### src/include/distortion_alarm_pkg.sv
// constants shared by the distortion alarm block timer
// assumes a 20 mhz clock and a wishbone classic register bus with 32-bit data
// What this block does
// - sample blocking once at each program-cycle start
// - blocking arrives on its own dedicated input
// - unblocked pick-up asserts start, starts delay
// - blocked pick-up asserts blocked, nothing more
// - later blocking clears start like pick-up release
// - blocking activation issues display and stamped event
// - stage forcing lets software switch drive blocking
// - definite delay, 5 ms steps, default 10 s
// - events from start/alarm/blocked changes, only enabled
// - six event codes, per-event on/off store selection
// - stored events carry time stamp and values
// - rolling store of twelve most recent records
// - records written only on on transitions
// - record holds time, event, phase values, group
// - pick-up when any phase exceeds threshold, enabled
// - release below 97 percent of threshold
package distortion_alarm_pkg;
    // ----------------------------------------
    // timing
    // ----------------------------------------
    localparam int unsigned CLK_HZ = 20000000;
    localparam int unsigned CYCLE_US = 5000; // program cycle 5 ms
    localparam int unsigned CYCLE_CLKS = CYCLE_US * (CLK_HZ / 1000000);
    localparam logic [18:0] DELAY_RESET = 19'h007d0; // 10.000 s in 5 ms steps
    localparam logic [18:0] DELAY_MAX = 19'h57e40; // 1800 s in 5 ms steps
    localparam int unsigned RECORDS = 12;
    // ----------------------------------------
    // register byte offsets
    // ----------------------------------------
    localparam logic [7:0] CTRL_OFS = 8'h00;
    localparam logic [7:0] THRESH_OFS = 8'h04;
    localparam logic [7:0] DELAY_OFS = 8'h08;
    localparam logic [7:0] STATUS_OFS = 8'h0c;
    localparam logic [7:0] IRQ_STAT_OFS = 8'h10;
    localparam logic [7:0] IRQ_MASK_OFS = 8'h14;
    localparam logic [7:0] TIME_OFS = 8'h18;
    localparam logic [7:0] REC_SEL_OFS = 8'h1c;
    localparam logic [7:0] REC_HEAD_OFS = 8'h20;
    localparam logic [7:0] REC_VAL_OFS = 8'h24;
    localparam logic [7:0] REC_TIME_OFS = 8'h28;
    localparam logic [7:0] EVSEL_OFS = 8'h2c;
    // ctrl fields
    localparam int unsigned CTRL_EN = 0;
    localparam int unsigned CTRL_FORCE = 1;
    localparam int unsigned CTRL_SWBLK = 2;
    localparam logic [31:0] CTRL_RESET = 32'h00000001;
    localparam logic [15:0] THRESH_RESET = 16'h03e8; // 10.00 percent
    localparam logic [11:0] EVSEL_RESET = 12'h03f; // all six codes stored
    // event codes, on form even, off form odd
    typedef enum logic [2:0] {
        EV_START_ON = 3'h0, EV_START_OFF = 3'h1, EV_ALARM_ON = 3'h2,
        EV_ALARM_OFF = 3'h3, EV_BLK_ON = 3'h4, EV_BLK_OFF = 3'h5
    } event_code_type;
    typedef enum logic [2:0] {
        ST_IDLE = 3'b001, ST_START = 3'b010, ST_BLOCKED = 3'b100
    } state_type;
endpackage

### src/design/distortion_alarm_block_timer.sv
// distortion alarm stage control: pick-up, blocking, delay, events, records
// assumes wishbone classic master, phase values in 0.01 percent units, ms time base
`timescale 1ns/100ps
`default_nettype none
module distortion_alarm_block_timer (
    input wire logic clk_i,
    input wire logic rst_i,
    // wishbone slave
    input wire logic cyc_i,
    input wire logic stb_i,
    input wire logic we_i,
    input wire logic [7:0] adr_i,
    input wire logic [3:0] sel_i,
    input wire logic [31:0] dat_i,
    output logic [31:0] dat_o,
    output logic ack_o,
    // measurement and matrix side
    input wire logic [15:0] thd_l1_i,
    input wire logic [15:0] thd_l2_i,
    input wire logic [15:0] thd_l3_i,
    input wire logic block_i,
    input wire logic [2:0] setting_group_i,
    // outputs
    output logic start_o,
    output logic alarm_o,
    output logic blocked_o,
    output logic event_valid_o,
    output logic [2:0] event_code_o,
    output logic [31:0] event_time_o,
    output logic [47:0] event_values_o,
    output logic display_o,
    output logic irq_o
);
    // ----------------------------------------
    // state
    // ----------------------------------------
    logic [31:0] ctrl_q; // enable, force, software block
    logic [15:0] thresh_q; // pick-up threshold
    logic [18:0] delay_q; // delay in program cycles
    logic [11:0] evsel_q; // per-code store selection
    logic [2:0] irq_stat_q; // start, alarm, blocked on events
    logic [2:0] irq_mask_q;
    logic [3:0] rec_sel_q; // record read selector
    logic [3:0] head_q; // next record slot
    logic [16:0] tick_q; // program cycle prescaler, wide enough for 100000 clocks
    logic [15:0] ms_pre_q; // millisecond prescaler
    logic [31:0] ms_q; // millisecond time stamp
    logic pickup_q;
    logic blk_s_q; // blocking sampled at cycle start
    logic [18:0] count_q; // delay counter
    distortion_alarm_pkg::state_type state_q;
    logic start_q, alarm_q, blocked_q;
    logic start_p, alarm_p, blocked_p; // previous values for edges
    logic [31:0] rec_time [distortion_alarm_pkg::RECORDS];
    logic [47:0] rec_val [distortion_alarm_pkg::RECORDS];
    logic [5:0] rec_head [distortion_alarm_pkg::RECORDS]; // event code, group
    logic tick;
    logic blk_src;
    logic over, under;
    logic [23:0] rel_lim; // 97 percent of threshold, scaled; full 16-bit range fits
    logic wr, rd;
    logic [2:0] on_ev, off_ev;
    logic [5:0] pend_q; // events waiting for their slot on the event port
    logic [5:0] ev_new; // selected events raised this clock, indexed by code
    logic [5:0] ev_all; // waiting plus new events
    logic [5:0] ev_pick; // the one event sent this clock
    logic [2:0] ev_code; // its code
    assign tick = (tick_q == 17'(distortion_alarm_pkg::CYCLE_CLKS - 1));
    assign wr = cyc_i && stb_i && we_i && !ack_o;
    assign rd = cyc_i && stb_i && !we_i && !ack_o;
    // forcing mode replaces the matrix input with the software switch
    assign blk_src = ctrl_q[distortion_alarm_pkg::CTRL_FORCE] ?
                     ctrl_q[distortion_alarm_pkg::CTRL_SWBLK] : block_i;
    // any phase above threshold picks up
    assign over = (thd_l1_i > thresh_q) || (thd_l2_i > thresh_q) || (thd_l3_i > thresh_q);
    // compare x*100 < thr*97 to avoid division
    assign rel_lim = 24'((32'(thresh_q) * 32'd97) >> 2);
    assign under = (24'((32'(thd_l1_i) * 32'd100) >> 2) < rel_lim) &&
                   (24'((32'(thd_l2_i) * 32'd100) >> 2) < rel_lim) &&
                   (24'((32'(thd_l3_i) * 32'd100) >> 2) < rel_lim);
    assign on_ev = {blocked_q & ~blocked_p, alarm_q & ~alarm_p, start_q & ~start_p};
    assign off_ev = {~blocked_q & blocked_p, ~alarm_q & alarm_p, ~start_q & start_p};

    // ----------------------------------------
    // time bases
    // ----------------------------------------
    // program cycle prescaler
    always_ff @(posedge clk_i) begin
        if (rst_i || tick) begin
            tick_q <= 17'h00000;
        end else begin
            tick_q <= tick_q + 17'h00001;
        end
    end
    // millisecond time stamp counter
    always_ff @(posedge clk_i) begin
        if (rst_i) begin
            ms_pre_q <= 16'h0000;
            ms_q <= 32'h00000000;
        end else if (ms_pre_q == 16'(distortion_alarm_pkg::CLK_HZ / 1000 - 1)) begin
            ms_pre_q <= 16'h0000;
            ms_q <= ms_q + 32'h00000001;
        end else begin
            ms_pre_q <= ms_pre_q + 16'h0001;
        end
    end

    // ----------------------------------------
    // pick-up, blocking, delay
    // ----------------------------------------
    // all stage logic advances only at program cycle starts
    always_ff @(posedge clk_i) begin
        if (rst_i) begin
            pickup_q <= 1'b0;
            blk_s_q <= 1'b0;
            count_q <= 19'h00000;
            state_q <= distortion_alarm_pkg::ST_IDLE;
            start_q <= 1'b0;
            alarm_q <= 1'b0;
            blocked_q <= 1'b0;
        end else if (tick) begin
            blk_s_q <= blk_src;
            // hysteresis: hold until all phases fall below 97 percent
            if (!ctrl_q[distortion_alarm_pkg::CTRL_EN]) begin
                pickup_q <= 1'b0;
            end else if (over) begin
                pickup_q <= 1'b1;
            end else if (under) begin
                pickup_q <= 1'b0;
            end
            case (state_q)
                distortion_alarm_pkg::ST_IDLE: begin
                    if (pickup_q && !blk_s_q) begin
                        state_q <= distortion_alarm_pkg::ST_START;
                        start_q <= 1'b1;
                        count_q <= 19'h00001;
                    end else if (pickup_q) begin
                        state_q <= distortion_alarm_pkg::ST_BLOCKED;
                        blocked_q <= 1'b1;
                    end
                end
                distortion_alarm_pkg::ST_START: begin
                    // blocking after start behaves as a release
                    if (!pickup_q || blk_s_q) begin
                        state_q <= distortion_alarm_pkg::ST_IDLE;
                        start_q <= 1'b0;
                        alarm_q <= 1'b0;
                        count_q <= 19'h00000;
                    end else if (count_q >= delay_q) begin
                        alarm_q <= 1'b1;
                    end else begin
                        count_q <= count_q + 19'h00001;
                    end
                end
                distortion_alarm_pkg::ST_BLOCKED: begin
                    // blocked pick-up is not processed further
                    if (!pickup_q) begin
                        state_q <= distortion_alarm_pkg::ST_IDLE;
                        blocked_q <= 1'b0;
                    end
                end
                default: begin
                    state_q <= distortion_alarm_pkg::ST_IDLE;
                end
            endcase
        end
    end

    // ----------------------------------------
    // events and records
    // ----------------------------------------
    // gather selected edges by code; start and alarm can fall together,
    // so losers wait in pend_q instead of being dropped
    always_comb begin
        ev_new = {off_ev[2] & evsel_q[5], on_ev[2] & evsel_q[4],
                  off_ev[1] & evsel_q[3], on_ev[1] & evsel_q[2],
                  off_ev[0] & evsel_q[1], on_ev[0] & evsel_q[0]};
        ev_all = pend_q | ev_new;
        ev_pick = 6'h00;
        ev_code = 3'h0;
        // highest code wins the port this clock
        for (int k = 0; k < 6; k++) begin
            if (ev_all[k]) begin
                ev_pick = 6'(6'h01 << k);
                ev_code = 3'(k);
            end
        end
    end
    // one event per cycle; the rest follow on later clocks
    always_ff @(posedge clk_i) begin
        if (rst_i) begin
            start_p <= 1'b0;
            alarm_p <= 1'b0;
            blocked_p <= 1'b0;
            event_valid_o <= 1'b0;
            event_code_o <= 3'h0;
            event_time_o <= 32'h00000000;
            event_values_o <= 48'h0;
            display_o <= 1'b0;
            head_q <= 4'h0;
            pend_q <= 6'h00;
        end else begin
            event_valid_o <= 1'b0;
            display_o <= 1'b0;
            start_p <= start_q;
            alarm_p <= alarm_q;
            blocked_p <= blocked_q;
            event_time_o <= ms_q;
            event_values_o <= {thd_l3_i, thd_l2_i, thd_l1_i};
            pend_q <= 6'h00;
            if (ctrl_q[distortion_alarm_pkg::CTRL_EN]) begin
                pend_q <= ev_all & ~ev_pick;
                event_valid_o <= |ev_all;
                event_code_o <= ev_code;
                display_o <= on_ev[2];
                if (on_ev != 3'h0) begin
                    head_q <= (head_q == 4'(distortion_alarm_pkg::RECORDS - 1)) ? 4'h0 : head_q + 4'h1;
                end
            end
        end
    end
    // record store: the highest on edge of the cycle wins the slot
    always_ff @(posedge clk_i) begin
        if (ctrl_q[distortion_alarm_pkg::CTRL_EN] && on_ev != 3'h0) begin
            rec_time[head_q] <= ms_q;
            rec_val[head_q] <= {thd_l3_i, thd_l2_i, thd_l1_i};
            rec_head[head_q] <= {(on_ev[2] ? 3'h4 : on_ev[1] ? 3'h2 : 3'h0), setting_group_i};
        end
    end
    // stage outputs straight from flops
    always_ff @(posedge clk_i) begin
        if (rst_i) begin
            start_o <= 1'b0;
            alarm_o <= 1'b0;
            blocked_o <= 1'b0;
            irq_o <= 1'b0;
        end else begin
            start_o <= start_q;
            alarm_o <= alarm_q;
            blocked_o <= blocked_q;
            irq_o <= |(irq_stat_q & irq_mask_q);
        end
    end

    // ----------------------------------------
    // wishbone registers
    // ----------------------------------------
    // writes; status set wins over a write-one clear
    always_ff @(posedge clk_i) begin
        if (rst_i) begin
            ctrl_q <= distortion_alarm_pkg::CTRL_RESET;
            thresh_q <= distortion_alarm_pkg::THRESH_RESET;
            delay_q <= distortion_alarm_pkg::DELAY_RESET;
            evsel_q <= distortion_alarm_pkg::EVSEL_RESET;
            irq_stat_q <= 3'h0;
            irq_mask_q <= 3'h0;
            rec_sel_q <= 4'h0;
        end else begin
            if (wr && sel_i[0]) begin
                case (adr_i)
                    distortion_alarm_pkg::CTRL_OFS: ctrl_q <= {29'h0, dat_i[2:0]};
                    distortion_alarm_pkg::THRESH_OFS: thresh_q <= dat_i[15:0];
                    distortion_alarm_pkg::DELAY_OFS:
                        delay_q <= (dat_i[18:0] > distortion_alarm_pkg::DELAY_MAX) ?
                                   distortion_alarm_pkg::DELAY_MAX : dat_i[18:0];
                    distortion_alarm_pkg::IRQ_MASK_OFS: irq_mask_q <= dat_i[2:0];
                    distortion_alarm_pkg::REC_SEL_OFS:
                        rec_sel_q <= (dat_i[3:0] < 4'(distortion_alarm_pkg::RECORDS)) ? dat_i[3:0] : 4'h0;
                    distortion_alarm_pkg::EVSEL_OFS: evsel_q <= dat_i[11:0];
                    default: ;
                endcase
            end
            irq_stat_q <= (irq_stat_q &
                          ~((wr && sel_i[0] && adr_i == distortion_alarm_pkg::IRQ_STAT_OFS) ? dat_i[2:0] : 3'h0))
                          | (ctrl_q[distortion_alarm_pkg::CTRL_EN] ? on_ev : 3'h0);
        end
    end
    // reads and one-cycle ack; unmapped reads return zero
    always_ff @(posedge clk_i) begin
        if (rst_i) begin
            ack_o <= 1'b0;
            dat_o <= 32'h00000000;
        end else begin
            ack_o <= cyc_i && stb_i && !ack_o;
            if (rd) begin
                case (adr_i)
                    distortion_alarm_pkg::CTRL_OFS: dat_o <= ctrl_q;
                    distortion_alarm_pkg::THRESH_OFS: dat_o <= {16'h0, thresh_q};
                    distortion_alarm_pkg::DELAY_OFS: dat_o <= {13'h0, delay_q};
                    distortion_alarm_pkg::STATUS_OFS: dat_o <= {26'h0, blk_s_q, pickup_q, 1'b0, blocked_q, alarm_q, start_q};
                    distortion_alarm_pkg::IRQ_STAT_OFS: dat_o <= {29'h0, irq_stat_q};
                    distortion_alarm_pkg::IRQ_MASK_OFS: dat_o <= {29'h0, irq_mask_q};
                    distortion_alarm_pkg::TIME_OFS: dat_o <= ms_q;
                    distortion_alarm_pkg::REC_SEL_OFS: dat_o <= {28'h0, rec_sel_q};
                    distortion_alarm_pkg::REC_HEAD_OFS: dat_o <= {22'h0, head_q, rec_head[rec_sel_q]};
                    distortion_alarm_pkg::REC_VAL_OFS: dat_o <= {16'h0, rec_val[rec_sel_q][15:0]};
                    distortion_alarm_pkg::REC_TIME_OFS: dat_o <= rec_time[rec_sel_q];
                    distortion_alarm_pkg::EVSEL_OFS: dat_o <= {20'h0, evsel_q};
                    default: dat_o <= 32'h00000000;
                endcase
            end
        end
    end
endmodule // distortion_alarm_block_timer
`default_nettype wire

### config.mk
export PLATFORM = sky130hd
export DESIGN_NAME = distortion_alarm_block_timer
export DESIGN_NICKNAME = d
export VERILOG_FILES = /design/src/include/distortion_alarm_pkg.sv /design/src/design/distortion_alarm_block_timer.sv
export SDC_FILE = /design/constraint.sdc
export NUM_CORES = 2
export LEC_CHECK = 0
export ABC_AREA = 1
export ABC_CLOCK_PERIOD_IN_PS = 8280
export BUFFER_PORTS_ARGS = -buffer_cell sky130_fd_sc_hd__buf_4
export CAP_MARGIN = 20
export CORE_UTILIZATION = 31
export CTS_BUF_LIST = sky130_fd_sc_hd__clkbuf_4 sky130_fd_sc_hd__clkbuf_8 sky130_fd_sc_hd__clkbuf_16
export DETAILED_ROUTE_END_ITERATION = 8
export HOLD_SLACK_MARGIN = 0.08
export SLEW_MARGIN = 10
export SYNTH_ARGS = -nofsm -noshare
export SYNTH_HDL_FRONTEND = slang
export SYNTH_SLANG_ARGS = --single-unit
### constraint.sdc
create_clock -name clk_i -period 8.28 [get_ports clk_i]
set_input_delay 0 -clock clk_i [delete_from_list [all_inputs] [get_ports clk_i]]
set_output_delay 0 -clock clk_i [all_outputs]
set_load 0.02 [all_outputs]
# ---- Word level (Yosys, flattened, before mapping)
# Memories as Yosys holds them, arrays and structs flattened. A register that Yosys moved wholly into a read port is not among the register bits.
# Cells that the tools add are included.
dict set report classes {
  n_addsub 5
  n_mul 4
  n_lt_le_gt_ge 9
  eq_ne 25
  mux 49
  bitwise_logic 26
  reduce_logical 42
}
# op n
set op_table {}
lappend op_table {{case mux 32 bit (12 select lines)} 1}
lappend op_table {{two-way mux 19 bit} 4}
lappend op_table {{less-than comparator 21 bit} 3}
lappend op_table {{multiplier 16 x 5 -> 21 bit, second input constant} 3}
lappend op_table {{greater-than comparator 16 bit} 3}
lappend op_table {{case mux 19 bit (2 select lines)} 1}
lappend op_table {{two-way mux 3 bit} 11}
lappend op_table {{adder 32 x 1 -> 32 bit, second input constant} 1}
lappend op_table {{== test 8 x 5 -> 1 bit, second input constant} 4}
lappend op_table {{== test 8 x 6 -> 1 bit, second input constant} 4}
lappend op_table {{two-way mux 4 bit} 8}
lappend op_table {{two-way mux 6 bit} 5}
lappend op_table {{multiplier 16 x 7 -> 23 bit, second input constant} 1}
lappend op_table {{adder 19 x 1 -> 19 bit, second input constant} 1}
lappend op_table {{greater-or-equal comparator 19 bit} 1}
lappend op_table {{greater-than comparator 19 bit, second input constant} 1}
lappend op_table {{adder 17 x 1 -> 17 bit, second input constant} 1}
lappend op_table {{== test 17 bit, second input constant} 1}
lappend op_table {{adder 16 x 1 -> 16 bit, second input constant} 1}
lappend op_table {{== test 16 x 15 -> 1 bit, second input constant} 1}
lappend op_table {{== test 8 x 4 -> 1 bit, second input constant} 2}
lappend op_table {{AND reduction 2 bit} 8}
lappend op_table {{two-way mux 1 bit} 15}
lappend op_table {{bitwise AND 1 bit} 12}
lappend op_table {{32 further kinds} 67}
dict set report totals {
  regBits 284
  mem_bits_rw 1032
  input_bits 101
  out_inout_bits 122
  elab_cells 193
  mem_count 3
}
# memory words word_bits read_ports rd_clocked_by_memory_dff wr line
set memory_table {}
lappend memory_table {rec_val 12 48 1 1 1 distortion_alarm_block_timer.sv:55} ;# logic [47:0] rec_val [distortion_alarm_pkg::RECORDS];
lappend memory_table {rec_time 12 32 1 1 1 distortion_alarm_block_timer.sv:54} ;# logic [31:0] rec_time [distortion_alarm_pkg::RECORDS];
lappend memory_table {rec_head 12 6 1 1 1 distortion_alarm_block_timer.sv:56} ;# logic [5:0] rec_head [distortion_alarm_pkg::RECORDS];

# ---- Depth between registers and ports, before layout
dict set report depth {
  word_depth 12
  mapped_depth 31
  mapped_depth_nobuf 31
}

# ---- Least setup slack after synthesis
# Ideal clock, no wire load.
dict set report synth_path {
  kind {register to register}
  start {register blocked_o (netlist name)}
  end {memory rec_head[0][0], enable pin}
  setup_ns 0.529
  arrival_ns 5.129
  required_ns 7.751
  slack_ns 2.621
  path_stages_with_launch 7
  n_path_buf 1
  period_less_slack_ns 5.659
  cell_sequence {dfxtp_1 nor2_1 inv_1 a31oi_1 inv_1 clkbuf_1 nor3_1}
}
# element line
set synth_rtl {}
lappend synth_rtl {{end: declaration} distortion_alarm_block_timer.sv:56}

# ---- Worst setup path after layout
dict set report layout_path {
  start {register thresh_q[2]}
  end {register pickup_q}
}
dict set report layout_via {
  elab_chain_cells 6
  word_cells_on_any_way 15
  classes_between {1 x mul; 6 x order compare; 1 x eq/ne; 2 x mux; 5 x reduce/logical}
}
# element line
set layout_lines {}
lappend layout_lines {{start: declaration} distortion_alarm_block_timer.sv:38} ;# logic [15:0] thresh_q;
lappend layout_lines {{start signal: assignment} distortion_alarm_block_timer.sv:252} ;# thresh_q <= distortion_alarm_pkg::THRESH_RESET;
lappend layout_lines {{start signal: assignment} distortion_alarm_block_timer.sv:262} ;# distortion_alarm_pkg::THRESH_OFS: thresh_q <= dat_i[15:0];
lappend layout_lines {{multiplier 16 x 7 -> 23 bit} distortion_alarm_block_timer.sv:77} ;# assign rel_lim = 24'((32'(thresh_q) * 32'd97) >> 2);
lappend layout_lines {{less-than comparator 21 bit, on equally long branches} {distortion_alarm_block_timer.sv:78, distortion_alarm_block_timer.sv:79}}
lappend layout_lines {{logical AND 1 bit} distortion_alarm_block_timer.sv:78} ;# assign under = (24'((32'(thd_l1_i) * 32'd100) >> 2) < rel_lim) &&
lappend layout_lines {{logical AND 1 bit} distortion_alarm_block_timer.sv:79} ;# (24'((32'(thd_l2_i) * 32'd100) >> 2) < rel_lim) &&
lappend layout_lines {{!= test 3 x 1 -> 1 bit (no source line)} n/a}
lappend layout_lines {{AND reduction 2 bit (no source line)} n/a}
lappend layout_lines {{end signal: assignment} distortion_alarm_block_timer.sv:114} ;# pickup_q <= 1'b0;
lappend layout_lines {{end signal: assignment} distortion_alarm_block_timer.sv:125} ;# pickup_q <= 1'b0;
lappend layout_lines {{end signal: assignment} distortion_alarm_block_timer.sv:127} ;# pickup_q <= 1'b1;
lappend layout_lines {{end: declaration} distortion_alarm_block_timer.sv:48} ;# logic pickup_q;
# Parallel ways exist; a longest one is shown, timed or not.
# A chain may end at the register's enable or synchronous reset.

==> flow_metrics.env <==
export IMPL_status="completed"
export IMPL_dieArea_mm2=0.149
export IMPL_multi_input_area_mm2=0.0182
export IMPL_wire_per_inst_um=19.7
export IMPL_drt_iter0_markers=3041
export IMPL_setup_viol_count_final=0
export IMPL_rsz0062_at_grt="false"
export IMPL_finish_instance_area_mm2=0.0535
export IMPL_ctsResizeCount=0
export IMPL_arrival_ns=5.64
export IMPL_finalMaxSlewViolations=0
export IMPL_grt_pass1_wl_um=206000
export IMPL_place_area_mm2=0.0494
export IMPL_synth_area_leader_cell="edfxtp_1"
export IMPL_row_count=140
export IMPL_htreeDepth=3
export IMPL_ys_async_sr_fraction_pct=0
export IMPL_clock_path_buffers=3
export IMPL_syn_nets=5193
export IMPL_die_h_um=386
export IMPL_track_usage_pct=18.1
export IMPL_overflow=0
export IMPL_place_gp_congestion=0.904
export IMPL_drc=0
export IMPL_synth_cells=4702
export IMPL_cts_tree="done"
export IMPL_cts_root_buf="clkbuf_16"
export IMPL_grt_pass1_vias=33948
export IMPL_power_leakage_nw=21.6
export IMPL_internal_power_mw=7.76
export IMPL_max_stage_delay_ns=0.55
export IMPL_vias_per_cell=5.09
export IMPL_drive_gt1_share_pct=9.29
export IMPL_crit_top_cell="nand2_1"
export IMPL_cp_end_kind="flip-flop"
export IMPL_synthFlopType="edfxtp_1"
export IMPL_crit_type="flip-flop to flip-flop"
export IMPL_slowest_stage="dfxtp_1"
export IMPL_grt_start_max_net_pins=192
export IMPL_core_mm2=0.146
export IMPL_die_width_um=386
export IMPL_p_clk_share_pct=40.7
export IMPL_hold_viol=0
export IMPL_ys_ff_latch=923
export IMPL_port_buffers=206
export IMPL_worstSetupStartpointType="flip-flop"
export IMPL_clk_latency_ns=0.73
export IMPL_dpl_hpwl_um=87600
export IMPL_timing_slew_headroom_pct=26.3
export IMPL_yosysWarnings=0
export IMPL_antenna_found_initial=11
export IMPL_p_seq_share_pct=47.1
export IMPL_cts_made_buffers=90
export IMPL_p_sw_share_pct=25.4
export IMPL_powerDensity_mw_per_mm2=195
export IMPL_vias=35433
export IMPL_routed_wl_um=137000
export IMPL_synth_edf_count=636
export IMPL_finalSetupTns_ns=0
export IMPL_fin_nets=5455
export IMPL_worst_pin_slew_ns=1.11
export IMPL_clock_sinks=923
export IMPL_ys_types=58
export IMPL_combPwrFrac_pct=12.2
export IMPL_period_minus_slack_ns=5.02
export IMPL_initial_utilization_pct=31.3
export IMPL_yosysSeqAreaShare_pct=54.3
export IMPL_fin_crit_sh_pct=60.7
export IMPL_syn_cell_area_mm2=0.0457
export IMPL_synth_top_area_share_pct=41.8
export IMPL_netlist_top_cells_area="edfxtp_1 (42%), dfxtp_1 (13%), ha_1 (9.6%)"
export IMPL_cts_reportedPaths_clkPinSlew_ns=0.07
export IMPL_fmax_ghz=0.199
export IMPL_crit_fanout=6
export IMPL_final_seq_area_mm2=0.0249
export IMPL_ios=223
export IMPL_ant_nets=0
export IMPL_hold_class="primary input to flip-flop"
export IMPL_drt_pass1_iter_count=5
export IMPL_drv_cap=0
export IMPL_cp_required_ns=8.90
export IMPL_fillers=14615
export IMPL_area_delta_synth_final_pct=17.0
export IMPL_clock_skew_ns=0.0635
export IMPL_synth_avg_cell_area_um2=9.72
export IMPL_irDropWorstVdd_mv=0.172
export IMPL_p_sw_mw=2.65
[metrics by stage]
| stage | hold slack [ns] | setup slack, ns | power [mW] | util (%) | instances |
|---|---|---|---|---|---|
| 6_report | 0.116 | 3.26 | 10.4 | 36.6 | 6962 |
| 5_1_grt | 0.119 | 2.93 | 10.8 | 36.6 | 6959 |
| 4_1_cts | 0.0803 | 3.26 | 10.5 | 36.6 | 6953 |
| 3_5_place_dp | 0.258 | 3.24 | 6.22 | 33.8 | 6687 |
| 3_3_place_gp | 0.258 | 3.19 | 6.21 | 33.8 | 6687 |
| 2_1_floorplan | 0.0989 | 2.62 | 5.88 | - | 4702 |
[routing by layer]
metal  vias to the layer above  global-route usage (%)  share of wire [%]  wire (um)
li1                      16827                       -                  -          -
met1                     17173                    24.9                 44      60300
met2                      1224                    29.2                 46      62900
met3                       207                    2.52                7.3      10000
met4                         2                    5.97                2.9       3920
met5                         -                       0             0.0088         12
[state kept, by name, summed over array words and instances, names as in the netlist, 16 cells and up, named ones only]
| register | cells |
|---|---|
| count_q | 19 |
| dat_o | 32 |
| delay_q | 19 |
| event_time_o | 32 |
| event_values_o | 48 |
| ms_pre_q | 16 |
| ms_q | 32 |
| rec_head | 60 |
| rec_time | 384 |
| rec_val | 192 |
| thresh_q | 16 |
| tick_q | 17 |
[power groups by stage]
stage	Sequential, mW	Clock [mW]	Combinational [mW]
4_1_cts	4.91	4.31	1.27
6_report	4.91	4.24	1.27
3_3_place_gp	5.01	0	1.20
5_1_grt	4.90	4.48	1.46
3_5_place_dp	5.01	0	1.22
2_1_floorplan	5.02	0	0.860
[Yosys cell counts (8+ instances only)]
| library cell | instances |
|---|---|
| buf_1 | 9 |
| o21ai_0 | 439 |
| buf_2 | 42 |
| o211ai_1 | 23 |
| a221oi_1 | 9 |
| inv_1 | 530 |
| inv_2 | 12 |
| o22ai_1 | 168 |
| nand3_1 | 128 |
| a31oi_1 | 26 |
| nor3b_1 | 8 |
| o221ai_1 | 43 |
| nand2_1 | 627 |
| dfxtp_1 | 287 |
| o21ai_1 | 24 |
| nand4_1 | 43 |
| a211oi_1 | 12 |
| ha_1 | 349 |
| clkbuf_1 | 128 |
| nor4_1 | 17 |
| fa_1 | 41 |
| nor3_1 | 61 |
| a21oi_1 | 269 |
| o21a_1 | 11 |
| nor2_1 | 622 |
| edfxtp_1 | 636 |
| xor2_1 | 40 |
| xnor2_1 | 25 |
[worst paths after layout]
| check | from | cells past startpoint | endpoint | slack [ns] |
|---|---|---|---|---|
| max | thresh_q[2] | 27 | pickup_q | 3.26 |
| min | thd_l2_i[4] | 4 | event_values_o[20] | 0.12 |
| max reg2reg | thresh_q[2] | 27 | pickup_q | 3.26 |
| min reg2reg | tick_q[0] | 1 | tick_q[0] | 0.45 |
[critical path, delay by kind of cell, from the launching register on]
| family | cells | cell delay (ns) |
|---|---|---|
| flops | 1 | 0.55 |
| buf+inv | 1 | 0.04 |
| fa+ha+maj | 6 | 1.99 |
| xor+xnor | 1 | 0.44 |
| compound gates | 4 | 0.50 |
| simple gates | 15 | 1.36 |
[layout by cell type (no fill, tap or decap), drive strengths merged, types with 68 or more instances in the layout]
| master | n |
|---|---|
| o22ai | 168 |
| inv | 545 |
| nor2 | 629 |
| o21ai | 463 |
| a21oi | 269 |
| dfxtp | 287 |
| edfxtp | 636 |
| ha | 349 |
| nand3 | 129 |
| dlygate4sd3 | 99 |
| nand2 | 633 |
| buf | 252 |
| clkbuf | 113 |
| nor3 | 68 |
[layout make-up]
type                            count  area share [%]
Sequential cell                   923            46.5
Multi-Input combinational cell   3055            34.0
Timing Repair Buffer              351            5.47
Clock buffer                      113            4.54
Tap cell                         1917            4.48
Inverter                          543            3.83
Clock inverter                     54            1.20
Antenna cell                        6          0.0281
[what timing repair did]
action | 4_1_cts | 5_1_grt
hold buffers | 99 | 0
buffers inserted | 0 | 0
endpoints found under the setup margin | 0 | 0
hold endpoints to repair | 418 | 0
[kinds of logic after synthesis]
logic type | after synthesis | synth area share (%)
DFF | 923 | 54.3
muxes | 1 | 0.0219
buffers and inverters | 724 | 6.08
AOI/OAI and AO/OA | 1051 | 12.9
xor gates and xnor gates | 65 | 1.25
adders and majority gates | 390 | 11.3
and+or+nand+nor | 1548 | 14.1
Note: power is estimated with default switching activity, not from simulation.
